<file path="src/verilog/nas_pkg.sv">
// Package for the network address select and owner lock block.
// Assumes a single 100 MHz clock domain; all users write nas_pkg::name.
package nas_pkg;

  // Fixed recovery identity and static mask
  localparam logic [31:0] RECOVERY_IP = 32'h0a0a0a0a;
  localparam logic [31:0] RECOVERY_MASK = 32'hff000000;
  localparam logic [31:0] STATIC_MASK = 32'hffff0000;

  // Factory defaults for the static switch positions
  localparam logic [31:0] NET_LOW = 32'hc0a80100;
  localparam logic [31:0] NET_HIGH = 32'hc0a80000;
  localparam logic [3:0] LAST_LOW_POS = 4'h3;
  localparam logic [7:0] HOST_STEP = 8'h0a;

  // Switch positions with special meaning
  localparam logic [3:0] RECOVERY_POS = 4'h0;
  localparam logic [3:0] DHCP_POS = 4'hf;
  localparam int SWITCH_POSITIONS = 16;

  // Command ports
  localparam logic [15:0] UDP_CMD_PORT = 16'h1e5f;
  localparam logic [15:0] TCP_CMD_PORT = 16'h1e60;

  // Command payload framing
  localparam logic [7:0] HDR_BYTE0 = 8'h00;
  localparam logic [7:0] HDR_BYTE1 = 8'h07;
  localparam logic [7:0] TERM_BYTE = 8'h0d;
  localparam logic [7:0] PRINT_LO = 8'h20;
  localparam logic [7:0] PRINT_HI = 8'h7e;

  // Switch settle time after reset release
  localparam int SETTLE_NS = 80;
  localparam int CLK_PERIOD_NS = 10;
  localparam logic [3:0] SETTLE_CYCLES = 4'((SETTLE_NS + CLK_PERIOD_NS - 1) / CLK_PERIOD_NS);

  typedef struct packed {
    logic sof;
    logic valid;
    logic last;
    logic [7:0] data;
  } nas_byte_s;

  typedef struct packed {
    logic tcp;
    logic [15:0] dst_port;
    logic [31:0] src_ip;
    logic [15:0] src_port;
  } nas_meta_s;

  typedef struct packed {
    logic [31:0] ip;
    logic [15:0] port;
  } nas_peer_s;

  function automatic logic [31:0] nas_default_ip(input logic [3:0] pos);
    logic [7:0] host;
    host = 8'(pos * HOST_STEP);
    if (pos == RECOVERY_POS)
      nas_default_ip = RECOVERY_IP;
    else if (pos <= LAST_LOW_POS)
      nas_default_ip = NET_LOW | {24'h000000, host};
    else
      nas_default_ip = NET_HIGH | {24'h000000, host};
  endfunction

  function automatic logic [31:0] nas_mask_for(input logic [3:0] pos);
    nas_mask_for = (pos == RECOVERY_POS) ? RECOVERY_MASK : STATIC_MASK;
  endfunction

  function automatic logic nas_printable(input logic [7:0] b);
    nas_printable = (b >= PRINT_LO) && (b <= PRINT_HI);
  endfunction

endpackage

</file>
<file path="src/verilog/nas_addr_table.sv">
// Table of static addresses, one word per switch position, read data registered.
// Assumes writes come from same-clock configuration logic.
`timescale 1ns/1ps
`default_nettype none
module nas_addr_table #(
  parameter int DEPTH = 16,
  parameter int AW = 4,
  parameter int W = 32,
  parameter logic [3:0] LOCKED_IDX = 4'h0
) (
  input wire logic clk,
  input wire logic rst,
  input wire logic wr_en,
  input wire logic [AW-1:0] wr_idx,
  input wire logic [W-1:0] wr_data,
  input wire logic rd_en,
  input wire logic [AW-1:0] rd_idx,
  output logic [W-1:0] rd_data
);
  logic [W-1:0] mem [DEPTH];
  logic [W-1:0] next_mem [DEPTH];
  logic [W-1:0] next_rd_data;

  always_comb
  begin
    next_mem = mem;
    next_rd_data = rd_data;
    // The recovery entry is never written so it always stays reachable
    if (wr_en && wr_idx != AW'(LOCKED_IDX))
      next_mem[wr_idx] = wr_data;
    if (rd_en)
      next_rd_data = mem[rd_idx];
  end

  always_ff @(posedge clk or posedge rst)
  begin
    if (rst)
    begin
      for (int i = 0; i < DEPTH; i++)
        mem[i] <= W'(nas_pkg::nas_default_ip(4'(i)));
      rd_data <= '0;
    end
    else
    begin
      mem <= next_mem;
      rd_data <= next_rd_data;
    end
  end
endmodule
`default_nettype wire

</file>
<file path="src/verilog/nas_frame_check.sv">
// Checks one command payload: two header bytes, printable text, carriage return.
// Assumes one payload at a time; sof marks its first byte, last its final one.
`timescale 1ns/1ps
`default_nettype none
module nas_frame_check (
  input wire logic clk,
  input wire logic rst,
  input wire nas_pkg::nas_byte_s in_byte,
  output nas_pkg::nas_byte_s out_char,
  output logic end_ok,
  output logic end_bad
);
  logic [1:0] pos;
  logic bad;
  logic seen;
  logic [1:0] next_pos;
  logic next_bad;
  logic next_seen;
  nas_pkg::nas_byte_s next_out_char;
  logic next_end_ok;
  logic next_end_bad;

  always_comb
  begin
    logic [1:0] p;
    logic b;
    logic s;
    p = in_byte.sof ? 2'h0 : pos;
    b = in_byte.sof ? 1'b0 : bad;
    s = in_byte.sof ? 1'b0 : seen;
    next_pos = pos;
    next_bad = bad;
    next_seen = seen;
    next_out_char = '0;
    next_end_ok = 1'b0;
    next_end_bad = 1'b0;
    if (in_byte.valid)
    begin
      unique case (p)
        2'h0: b = b | (in_byte.data != nas_pkg::HDR_BYTE0);
        2'h1: b = b | (in_byte.data != nas_pkg::HDR_BYTE1);
        default:
          b = b | (in_byte.last ? (in_byte.data != nas_pkg::TERM_BYTE)
                                : !nas_pkg::nas_printable(in_byte.data));
      endcase
      // Characters go out as they pass; the parser discards them on end_bad
      if (p == 2'h2 && !in_byte.last && !b)
      begin
        next_out_char.valid = 1'b1;
        next_out_char.sof = !s;
        next_out_char.data = in_byte.data;
        s = 1'b1;
      end
      next_pos = (p == 2'h2) ? p : p + 2'h1;
      next_bad = b;
      next_seen = s;
      if (in_byte.last)
      begin
        next_end_ok = !b && p == 2'h2;
        next_end_bad = !(!b && p == 2'h2);
      end
    end
  end

  always_ff @(posedge clk or posedge rst)
  begin
    if (rst)
    begin
      pos <= 2'h0;
      bad <= 1'b0;
      seen <= 1'b0;
      out_char <= '0;
      end_ok <= 1'b0;
      end_bad <= 1'b0;
    end
    else
    begin
      pos <= next_pos;
      bad <= next_bad;
      seen <= next_seen;
      out_char <= next_out_char;
      end_ok <= next_end_ok;
      end_bad <= next_end_bad;
    end
  end
endmodule
`default_nettype wire

</file>
<file path="src/verilog/nas_owner_lock.sv">
// Network identity select and command ownership lock for a drive's Ethernet port.
// Assumes the switch is a raw pin, packet bytes and metadata come from same-clock
// stack logic, and rst is only asserted at power-up.
`timescale 1ns/1ps
`default_nettype none
module nas_owner_lock #(
  parameter int TABLE_DEPTH = nas_pkg::SWITCH_POSITIONS
) (
  input wire logic mclk,
  input wire logic rst,
  input wire logic [3:0] switch_pos,
  input wire logic cfg_wr,
  input wire logic [3:0] cfg_index,
  input wire logic [31:0] cfg_ip,
  input wire logic dhcp_valid,
  input wire logic [31:0] dhcp_ip,
  input wire logic [31:0] dhcp_mask,
  input wire nas_pkg::nas_byte_s rx_byte,
  input wire nas_pkg::nas_meta_s rx_meta,
  output logic [31:0] local_ip,
  output logic [31:0] local_mask,
  output logic ip_ready,
  output logic dhcp_request,
  output logic [3:0] sel_pos,
  output nas_pkg::nas_byte_s cmd_char,
  output logic cmd_ok,
  output logic cmd_bad,
  output logic cmd_tcp,
  output logic refused,
  output logic owned,
  output nas_pkg::nas_peer_s owner,
  output logic resp_tcp
);
  typedef enum logic [2:0] {
    ST_SETTLE,
    ST_READ,
    ST_APPLY,
    ST_DHCP,
    ST_READY
  } nas_addr_e;

  // Switch synchroniser
  logic [3:0] sw_meta;
  logic [3:0] sw_sync;

  // Address selection state
  nas_addr_e state;
  nas_addr_e next_state;
  logic [3:0] settle_cnt;
  logic [3:0] next_settle_cnt;
  logic [3:0] next_sel_pos;
  logic [31:0] next_local_ip;
  logic [31:0] next_local_mask;
  logic next_ip_ready;
  logic next_dhcp_request;
  logic tbl_rd;
  logic [31:0] tbl_q;

  // Command filter state
  logic pass;
  logic next_pass;
  nas_pkg::nas_meta_s pkt_meta;
  nas_pkg::nas_meta_s next_pkt_meta;
  logic next_owned;
  nas_pkg::nas_peer_s next_owner;
  logic next_resp_tcp;
  logic next_refused;
  nas_pkg::nas_byte_s next_cmd_char;
  logic next_cmd_ok;
  logic next_cmd_bad;
  logic next_cmd_tcp;
  nas_pkg::nas_byte_s gated;
  nas_pkg::nas_byte_s chk_char;
  logic chk_ok;
  logic chk_bad;
  logic port_hit;
  logic lock_live;
  logic [31:0] lock_ip;
  logic admit;

  always_ff @(posedge mclk or posedge rst)
  begin
    if (rst)
    begin
      sw_meta <= 4'h0;
      sw_sync <= 4'h0;
    end
    else
    begin
      sw_meta <= switch_pos;
      sw_sync <= sw_meta;
    end
  end

  nas_addr_table #(
    .DEPTH(TABLE_DEPTH),
    .AW(4),
    .W(32),
    .LOCKED_IDX(nas_pkg::RECOVERY_POS)
  ) u_table (
    .clk(mclk),
    .rst(rst),
    .wr_en(cfg_wr),
    .wr_idx(cfg_index),
    .wr_data(cfg_ip),
    .rd_en(tbl_rd),
    .rd_idx(sel_pos),
    .rd_data(tbl_q)
  );

  // The switch is sampled once after power-up; later turns take effect on next power cycle
  always_comb
  begin
    next_state = state;
    next_settle_cnt = settle_cnt;
    next_sel_pos = sel_pos;
    next_local_ip = local_ip;
    next_local_mask = local_mask;
    next_ip_ready = ip_ready;
    next_dhcp_request = dhcp_request;
    tbl_rd = 1'b0;
    unique case (state)
      ST_SETTLE:
      begin
        next_settle_cnt = settle_cnt + 4'h1;
        if (settle_cnt == nas_pkg::SETTLE_CYCLES)
        begin
          next_sel_pos = sw_sync;
          if (sw_sync == nas_pkg::DHCP_POS)
          begin
            next_dhcp_request = 1'b1;
            next_state = ST_DHCP;
          end
          else
            next_state = ST_READ;
        end
      end
      ST_READ:
      begin
        tbl_rd = 1'b1;
        next_state = ST_APPLY;
      end
      ST_APPLY:
      begin
        if (sel_pos == nas_pkg::RECOVERY_POS)
          next_local_ip = nas_pkg::RECOVERY_IP;
        else
          next_local_ip = tbl_q;
        next_local_mask = nas_pkg::nas_mask_for(sel_pos);
        next_ip_ready = 1'b1;
        next_state = ST_READY;
      end
      ST_DHCP:
      begin
        if (dhcp_valid)
        begin
          next_local_ip = dhcp_ip;
          next_local_mask = dhcp_mask;
          next_ip_ready = 1'b1;
          next_dhcp_request = 1'b0;
          next_state = ST_READY;
        end
      end
      ST_READY:
      begin
        // A rewrite of the active entry at positions 1 to 14 is reloaded through ST_READ and ST_APPLY, without a power cycle
        if (cfg_wr && cfg_index == sel_pos && sel_pos != nas_pkg::RECOVERY_POS
            && sel_pos != nas_pkg::DHCP_POS)
          next_state = ST_READ;
      end
    endcase
  end

  always_ff @(posedge mclk or posedge rst)
  begin
    if (rst)
    begin
      state <= ST_SETTLE;
      settle_cnt <= 4'h0;
      sel_pos <= 4'h0;
      local_ip <= 32'h00000000;
      local_mask <= 32'h00000000;
      ip_ready <= 1'b0;
      dhcp_request <= 1'b0;
    end
    else
    begin
      state <= next_state;
      settle_cnt <= next_settle_cnt;
      sel_pos <= next_sel_pos;
      local_ip <= next_local_ip;
      local_mask <= next_local_mask;
      ip_ready <= next_ip_ready;
      dhcp_request <= next_dhcp_request;
    end
  end

  // Only traffic for the two command ports is looked at; other traffic passes by untouched
  assign port_hit = (!rx_meta.tcp && rx_meta.dst_port == nas_pkg::UDP_CMD_PORT)
                 || (rx_meta.tcp && rx_meta.dst_port == nas_pkg::TCP_CMD_PORT);
  // A claim still in flight locks too, so a second sender cannot slip in behind it
  assign lock_live = owned || chk_ok;
  assign lock_ip = owned ? owner.ip : pkt_meta.src_ip;
  assign admit = port_hit && ip_ready && (!lock_live || rx_meta.src_ip == lock_ip);

  always_comb
  begin
    gated = rx_byte;
    gated.valid = rx_byte.valid && (rx_byte.sof ? admit : pass);
  end

  // Same checker for both transports, so both see one command format
  nas_frame_check u_check (
    .clk(mclk),
    .rst(rst),
    .in_byte(gated),
    .out_char(chk_char),
    .end_ok(chk_ok),
    .end_bad(chk_bad)
  );

  always_comb
  begin
    next_pass = pass;
    next_pkt_meta = pkt_meta;
    next_owned = owned;
    next_owner = owner;
    next_resp_tcp = resp_tcp;
    next_refused = 1'b0;
    next_cmd_char = chk_char;
    next_cmd_ok = chk_ok;
    next_cmd_bad = chk_bad;
    next_cmd_tcp = cmd_tcp;
    if (rx_byte.valid && rx_byte.sof)
    begin
      next_pass = admit && !rx_byte.last;
      next_refused = port_hit && ip_ready && !admit;
      if (admit)
      begin
        next_pkt_meta = rx_meta;
        next_cmd_tcp = rx_meta.tcp;
      end
    end
    else if (rx_byte.valid && rx_byte.last)
      next_pass = 1'b0;
    if (chk_ok)
    begin
      next_resp_tcp = pkt_meta.tcp;
      // The record is written once and never again while powered
      if (!owned)
      begin
        next_owned = 1'b1;
        next_owner.ip = pkt_meta.src_ip;
        next_owner.port = pkt_meta.src_port;
      end
    end
  end

  always_ff @(posedge mclk or posedge rst)
  begin
    if (rst)
    begin
      pass <= 1'b0;
      pkt_meta <= '0;
      owned <= 1'b0;
      owner <= '0;
      resp_tcp <= 1'b0;
      refused <= 1'b0;
      cmd_char <= '0;
      cmd_ok <= 1'b0;
      cmd_bad <= 1'b0;
      cmd_tcp <= 1'b0;
    end
    else
    begin
      pass <= next_pass;
      pkt_meta <= next_pkt_meta;
      owned <= next_owned;
      owner <= next_owner;
      resp_tcp <= next_resp_tcp;
      refused <= next_refused;
      cmd_char <= next_cmd_char;
      cmd_ok <= next_cmd_ok;
      cmd_bad <= next_cmd_bad;
      cmd_tcp <= next_cmd_tcp;
    end
  end
endmodule
`default_nettype wire

</file>
<file path="config.mk">
export PLATFORM = sky130hd
export DESIGN_NAME = nas_owner_lock
export DESIGN_NICKNAME = d
export VERILOG_FILES = /design/src/verilog/nas_pkg.sv /design/src/verilog/nas_addr_table.sv /design/src/verilog/nas_frame_check.sv /design/src/verilog/nas_owner_lock.sv
export SDC_FILE = /design/constraint.sdc
export NUM_CORES = 2
export LEC_CHECK = 0
export ABC_CLOCK_PERIOD_IN_PS = 43800
export BUFFER_PORTS_ARGS = -buffer_cell sky130_fd_sc_hd__buf_2
export CAP_MARGIN = 20
export CORE_ASPECT_RATIO = 1.25
export CORE_UTILIZATION = 54
export DETAILED_ROUTE_END_ITERATION = 8
export PLACE_DENSITY_LB_ADDON = 0.1
export SLEW_MARGIN = 20
export SYNTH_ARGS = -nofsm -noshare
export SYNTH_HDL_FRONTEND = slang
export SYNTH_HIERARCHICAL = 1
export SYNTH_SLANG_ARGS = --single-unit
</file>
<file path="constraint.sdc">
create_clock -name mclk -period 43.8 [get_ports mclk]
set_input_delay 0 -clock mclk [delete_from_list [all_inputs] [get_ports mclk]]
set_output_delay 0 -clock mclk [all_outputs]
set_load 0.03 [all_outputs]
</file>
Word-level counts from Yosys, hierarchy flattened. Cells that the tools add are included.

Bits in registers: 758. Latch bits: 0. Memory bits (writable): 0. Bits in read-only memories: 0. Output and inout bits: 135. Memories: 0.

$add $sub $neg: 2. $mul: 0. Divide/modulo/power cells: 0. $lt $le $gt $ge: 5. Equal/unequal tests: 19. Shift operators: 0. Multiplexer cells: 45. Bitwise gates (word level): 6. Reductions and logical operators: 44.

Operators with widths (number): bitwise mux 512 bit (1); 2-to-1 mux 32 bit (7); binary-select mux 32 bit (select 4 bit) (1); demux 32 bit (select 4 bit) (1); case mux 32 bit (2 select lines) (2); == test 16 x 13 -> 1 bit, second input constant (2); == test 32 bit (1); 2-to-1 mux 24 bit (1); logical AND 1 bit (18); 2-to-1 mux 1 bit (18); 2-to-1 mux 8 bit (2); case mux 3 bit (5 select lines) (1); greater-or-equal comparator 5 bit, second input constant (2); 2-to-1 mux 2 bit (5); inverter 4 -> 5 bit (2); 2-to-1 mux 3 bit (3); == test 4 bit, second input constant (2); greater-or-equal comparator 8 x 6 -> 1 bit, second input constant (1); less-or-equal comparator 8 x 7 -> 1 bit, second input constant (1); zero test 1 bit (8); inequality test 2 bit, second input constant (4); inequality test 8 x 3 -> 1 bit, second input constant (1); inequality test 8 x 4 -> 1 bit, second input constant (1); AND reduction 2 bit (4); 22 further kinds (32).

Logic depth before layout (Yosys ltp).
Word-level depth: 13. Gate-level depth with buffers: 13.

By module. The synthesis kept the hierarchy.

By module, submodules not included: nas_addr_table (times used 1, cells each 1470, area an instance 23971.7 um2); nas_owner_lock (times used 1, cells each 629, area an instance 8271.7 um2); nas_frame_check (times used 1, cells each 69, area an instance 802.0 um2).

Worst setup path before layout. OpenSTA, ideal clock, no wires.

Path type: register to register. From: register owned. To: register u_check/out_char[0] in the netlist's numbering. Library setup time: 79 ps. Arrival: 2853 ps. Required time: 43721 ps. Path slack: 40868 ps. Cell stages (with the launch flop): 14. Path buffers: 3. Period minus slack after synthesis: 2932 ps. Cells stage by stage: dfrtp_1 buf_6 buf_6 mux2i_1 xnor2_1 nor4_1 nand4_1 o21ai_1 nand2_2 buf_6 nand2_1 and3b_1 o2111ai_1 a21boi_1.

RTL lines: start, declared (RTL line nas_owner_lock.sv:30) `output logic owned,`; start signal, assigned (RTL line nas_owner_lock.sv:278) `owned <= next_owned;`; end signal, assigned (RTL line nas_frame_check.sv:81) `out_char <= next_out_char;`; end, declared (RTL line nas_frame_check.sv:9) `output nas_pkg::nas_byte_s out_char,`.

==> run metrics <==
post-synth top area cell dfrtp_1; data arrival time of the critical path 4.53 ns; PD cells 56.5 nW/µm²; num ports 319; Routed WL per cell 25.1 µm; Clock Sink Count 759; area share of the largest cell type after synthesis 0.474; Max IR drop VDD 0.0427 mV; Worst Setup Path Type reg -> reg; fraction of layout cells with a size suffix above 1 0.509; Hold Crit Class in -> reg; iteration count of the initial detailed-routing pass 5; row count 101; drt via density 6.00; number of routed nets with antenna violations 0; Clock Tree Buf Depth 3; Layout fillers 4425; Slew HR 0.222; leak pwr 17.3 nW; Initial Util 0.545; antenna violations before repair 5; Global Route Usage Sum 0.281; synthesis warning total 6; Least-Margin Pin Slew 1.17 ns; I/O Buffers 318; core area 60700 µm²; Worst R2R Setup Slack 39.80 ns; Main synth FF type dfrtp_1; CP required 44.33 ns; outcome completed; Setup Skew 0.0207 ns; CTS Root Cell clkbuf_16; Slew Viols, Final 0; number of library cell types mapped by synthesis 57; max cap viols 0; hpwl dp 51.5 mm; RSZ-0062 raised after global routing false; Syn Area/Cell 15.2 µm²; Final Cycle Share 0.0914; crit end category register; clk slew on worst S/H paths 0.06 ns; Post-Syn Nets 2357; Power, Total 2.22 mW; TritonCTS clock tree built; Clock Latency Late Sink 0.61 ns; Synth Instances 2168; Post-synth EDFFs 0; area grow syn2layout 18.7%; crit-path max FO 51; Die ar. 62200 µm²; footprint of the multi-input gates 12900 µm²; grt ovf 0; startpoint types register; number of global-route vias before repair 21900; first-pass GRT wire length 132 mm; Async SR Flop Fraction 1.00; worst hold slack 0.0838 ns; Die X-Extent 223 µm; CTS resizes 0; DR vias 20400; die height 279 µm; TritonCTS Buffers 76; largest net degree at the start of global routing 187; f_max 250 MHz; DRC viols 0; Yosys reg bits 759; FF/Latch Area 19200 µm²; H-tree depth 3; Cell Area, Synth 33000 µm²; Initial DRC Count 1388; most frequent cell after synthesis dfrtp_1; minimum clock period 4.00 ns; nets@finish 2762; top cells by count, synth 626 x dfrtp_1, 573 x mux2_2, 133 x dfstp_2, 128 x mux4_2, 101 x clkbuf_1; Setup-failing EPs final 0; Seq/Total Area, Yosys 0.580; GP Congestion 0.827; final hold vios 0; top post-synthesis cells by area dfrtp_1 47%, mux2_2 20%, dfstp_2 11%, mux4_2 8.7%, mux2i_1 1.9%; setup TNS 0 ns; final WL 85.6 mm
-- cell type report --
type,instances,share of cell area
clock inverters,16,0.00491
inverters,11,0.00143
flip-flops and latches,759,0.489
well taps,772,0.0246
diodes,3,0.000191
clock buffers,123,0.0589
multi-input cells,1198,0.329
repair buffers,527,0.0922
-- logic make-up after synthesis --
logic type	Yosys count	synth area share
adder cells (fa/ha/maj)	5	0.00189
XOR/XNOR	38	0.0101
AND/OR/NAND/NOR	193	0.0284
flip-flops	759	0.580
AO/OA/AOI/OAI	185	0.0411
multiplexers	776	0.306
other	1	0.000113
buffers and inverters	211	0.0330
-- what timing repair did --
action	4_1_cts	5_1_grt
hold endpoints to repair	779	0
hold buffers	170	0
buffers inserted	0	0
-- stage by stage --
step / utilization / cells / setup WS [ns] / cell area [µm²]
floorplan: - / 2168 / 28.81 / 33000
global placement: 0.577 / 3096 / 39.93 / 35000
detailed placement: 0.577 / 3097 / 39.82 / 35000
CTS: 0.646 / 3406 / 39.81 / 39200
global route: 0.647 / 3409 / 39.49 / 39200
finish: 0.647 / 3409 / 39.80 / 39200
-- worst max-delay path, stage by stage (launching register included) --
cell	delay, ns
dfrtp_2	1.03
mux2i_1	0.33
xnor2_1	0.09
nor4_1	0.32
nand4_1	0.23
o21ai_1	0.22
nand2_2	0.07
buf_4	0.36
nand2_1	0.27
and3b_1	0.28
o2111ai_1	0.42
a21boi_1	0.29
-- state kept, by name, indices dropped and copies added (netlist names), 2 cells and up --
| register | count |
|---|---|
| u_table/mem | 512 |
| pkt_meta | 49 |
| owner | 48 |
| local_ip | 32 |
| local_mask | 32 |
| u_table/rd_data | 32 |
| cmd_char | 11 |
| u_check/out_char | 10 |
| sel_pos | 4 |
| settle_cnt | 4 |
| sw_meta | 4 |
| sw_sync | 4 |
| state | 3 |
| u_check/pos | 2 |
-- path summary, 6_finish.rpt --
check,startpoint,end,cells past startpoint
min in group asynchronous,rst,local_ip[1]$_DFFE_PP0P_,3
max reg2reg,owned$_DFFE_PP0P_,u_check/out_char[7]$_DFF_PP0_,11
max in group asynchronous,rst,u_table/mem[208]$_DFFE_PP0P_,5
max,owned$_DFFE_PP0P_,u_check/out_char[7]$_DFF_PP0_,11
min reg2reg,u_check/out_char[6]$_DFF_PP0_,cmd_char[6]$_DFF_PP0_,0
min,switch_pos[3],sw_meta[3]$_DFF_PP0_,2
-- report_power, final --
part	switching, mW	internal (mW)	leakage, nW
Sequential	0.109	0.866	9.27
Combinational	0.294	0.294	6.81
Clock	0.267	0.385	1.23
Total	0.670	1.55	17.3
-- cells in the final DEF (no fill, tap or decap), types with 4 or more instances in the layout --
| cell | synthesis | routed |
|---|---|---|
| nor4_1 | 10 | 9 |
| xnor2_1 | 36 | 36 |
| ha_1 | 5 | 5 |
| mux2i_1 | 64 | 64 |
| o22a_1 | 8 | 8 |
| a21oi_1 | 6 | 6 |
| clkbuf_1 | 101 | 27 |
| clkinv_2 | 0 | 9 |
| a22o_1 | 17 | 17 |
| dfrtp_1 | 626 | 622 |
| a221oi_1 | 56 | 56 |
| nand2_1 | 31 | 31 |
| o21ai_0 | 36 | 35 |
| dfstp_2 | 133 | 133 |
| nor2_4 | 0 | 10 |
| bufinv_16 | 0 | 4 |
| buf_2 | 62 | 318 |
| buf_4 | 10 | 34 |
| nor2_1 | 96 | 85 |
| mux2_1 | 11 | 11 |
| a21boi_1 | 8 | 8 |
| nor3_1 | 7 | 5 |
| nand4_1 | 7 | 7 |
| nand2b_1 | 9 | 6 |
| inv_1 | 11 | 9 |
| nand3_1 | 6 | 6 |
| dlygate4sd3_1 | 0 | 170 |
| o22ai_1 | 41 | 41 |
| clkbuf_8 | 0 | 17 |
| clkbuf_16 | 0 | 79 |
| mux2_2 | 573 | 573 |
| nand3b_1 | 5 | 5 |
| mux4_2 | 128 | 128 |
-- layer usage --
metal | wire length (µm) | track usage | up-vias | share of wire
met3 | 4460 | 0.0436 | 140 | 0.052
met5 | 27 | 0 | - | 0.00032
li1 | - | - | 8788 | -
met4 | 2310 | 0.0955 | 4 | 0.027
met2 | 42300 | 0.465 | 653 | 0.49
met1 | 36500 | 0.382 | 10900 | 0.43
(Power assumes the default switching activity.)
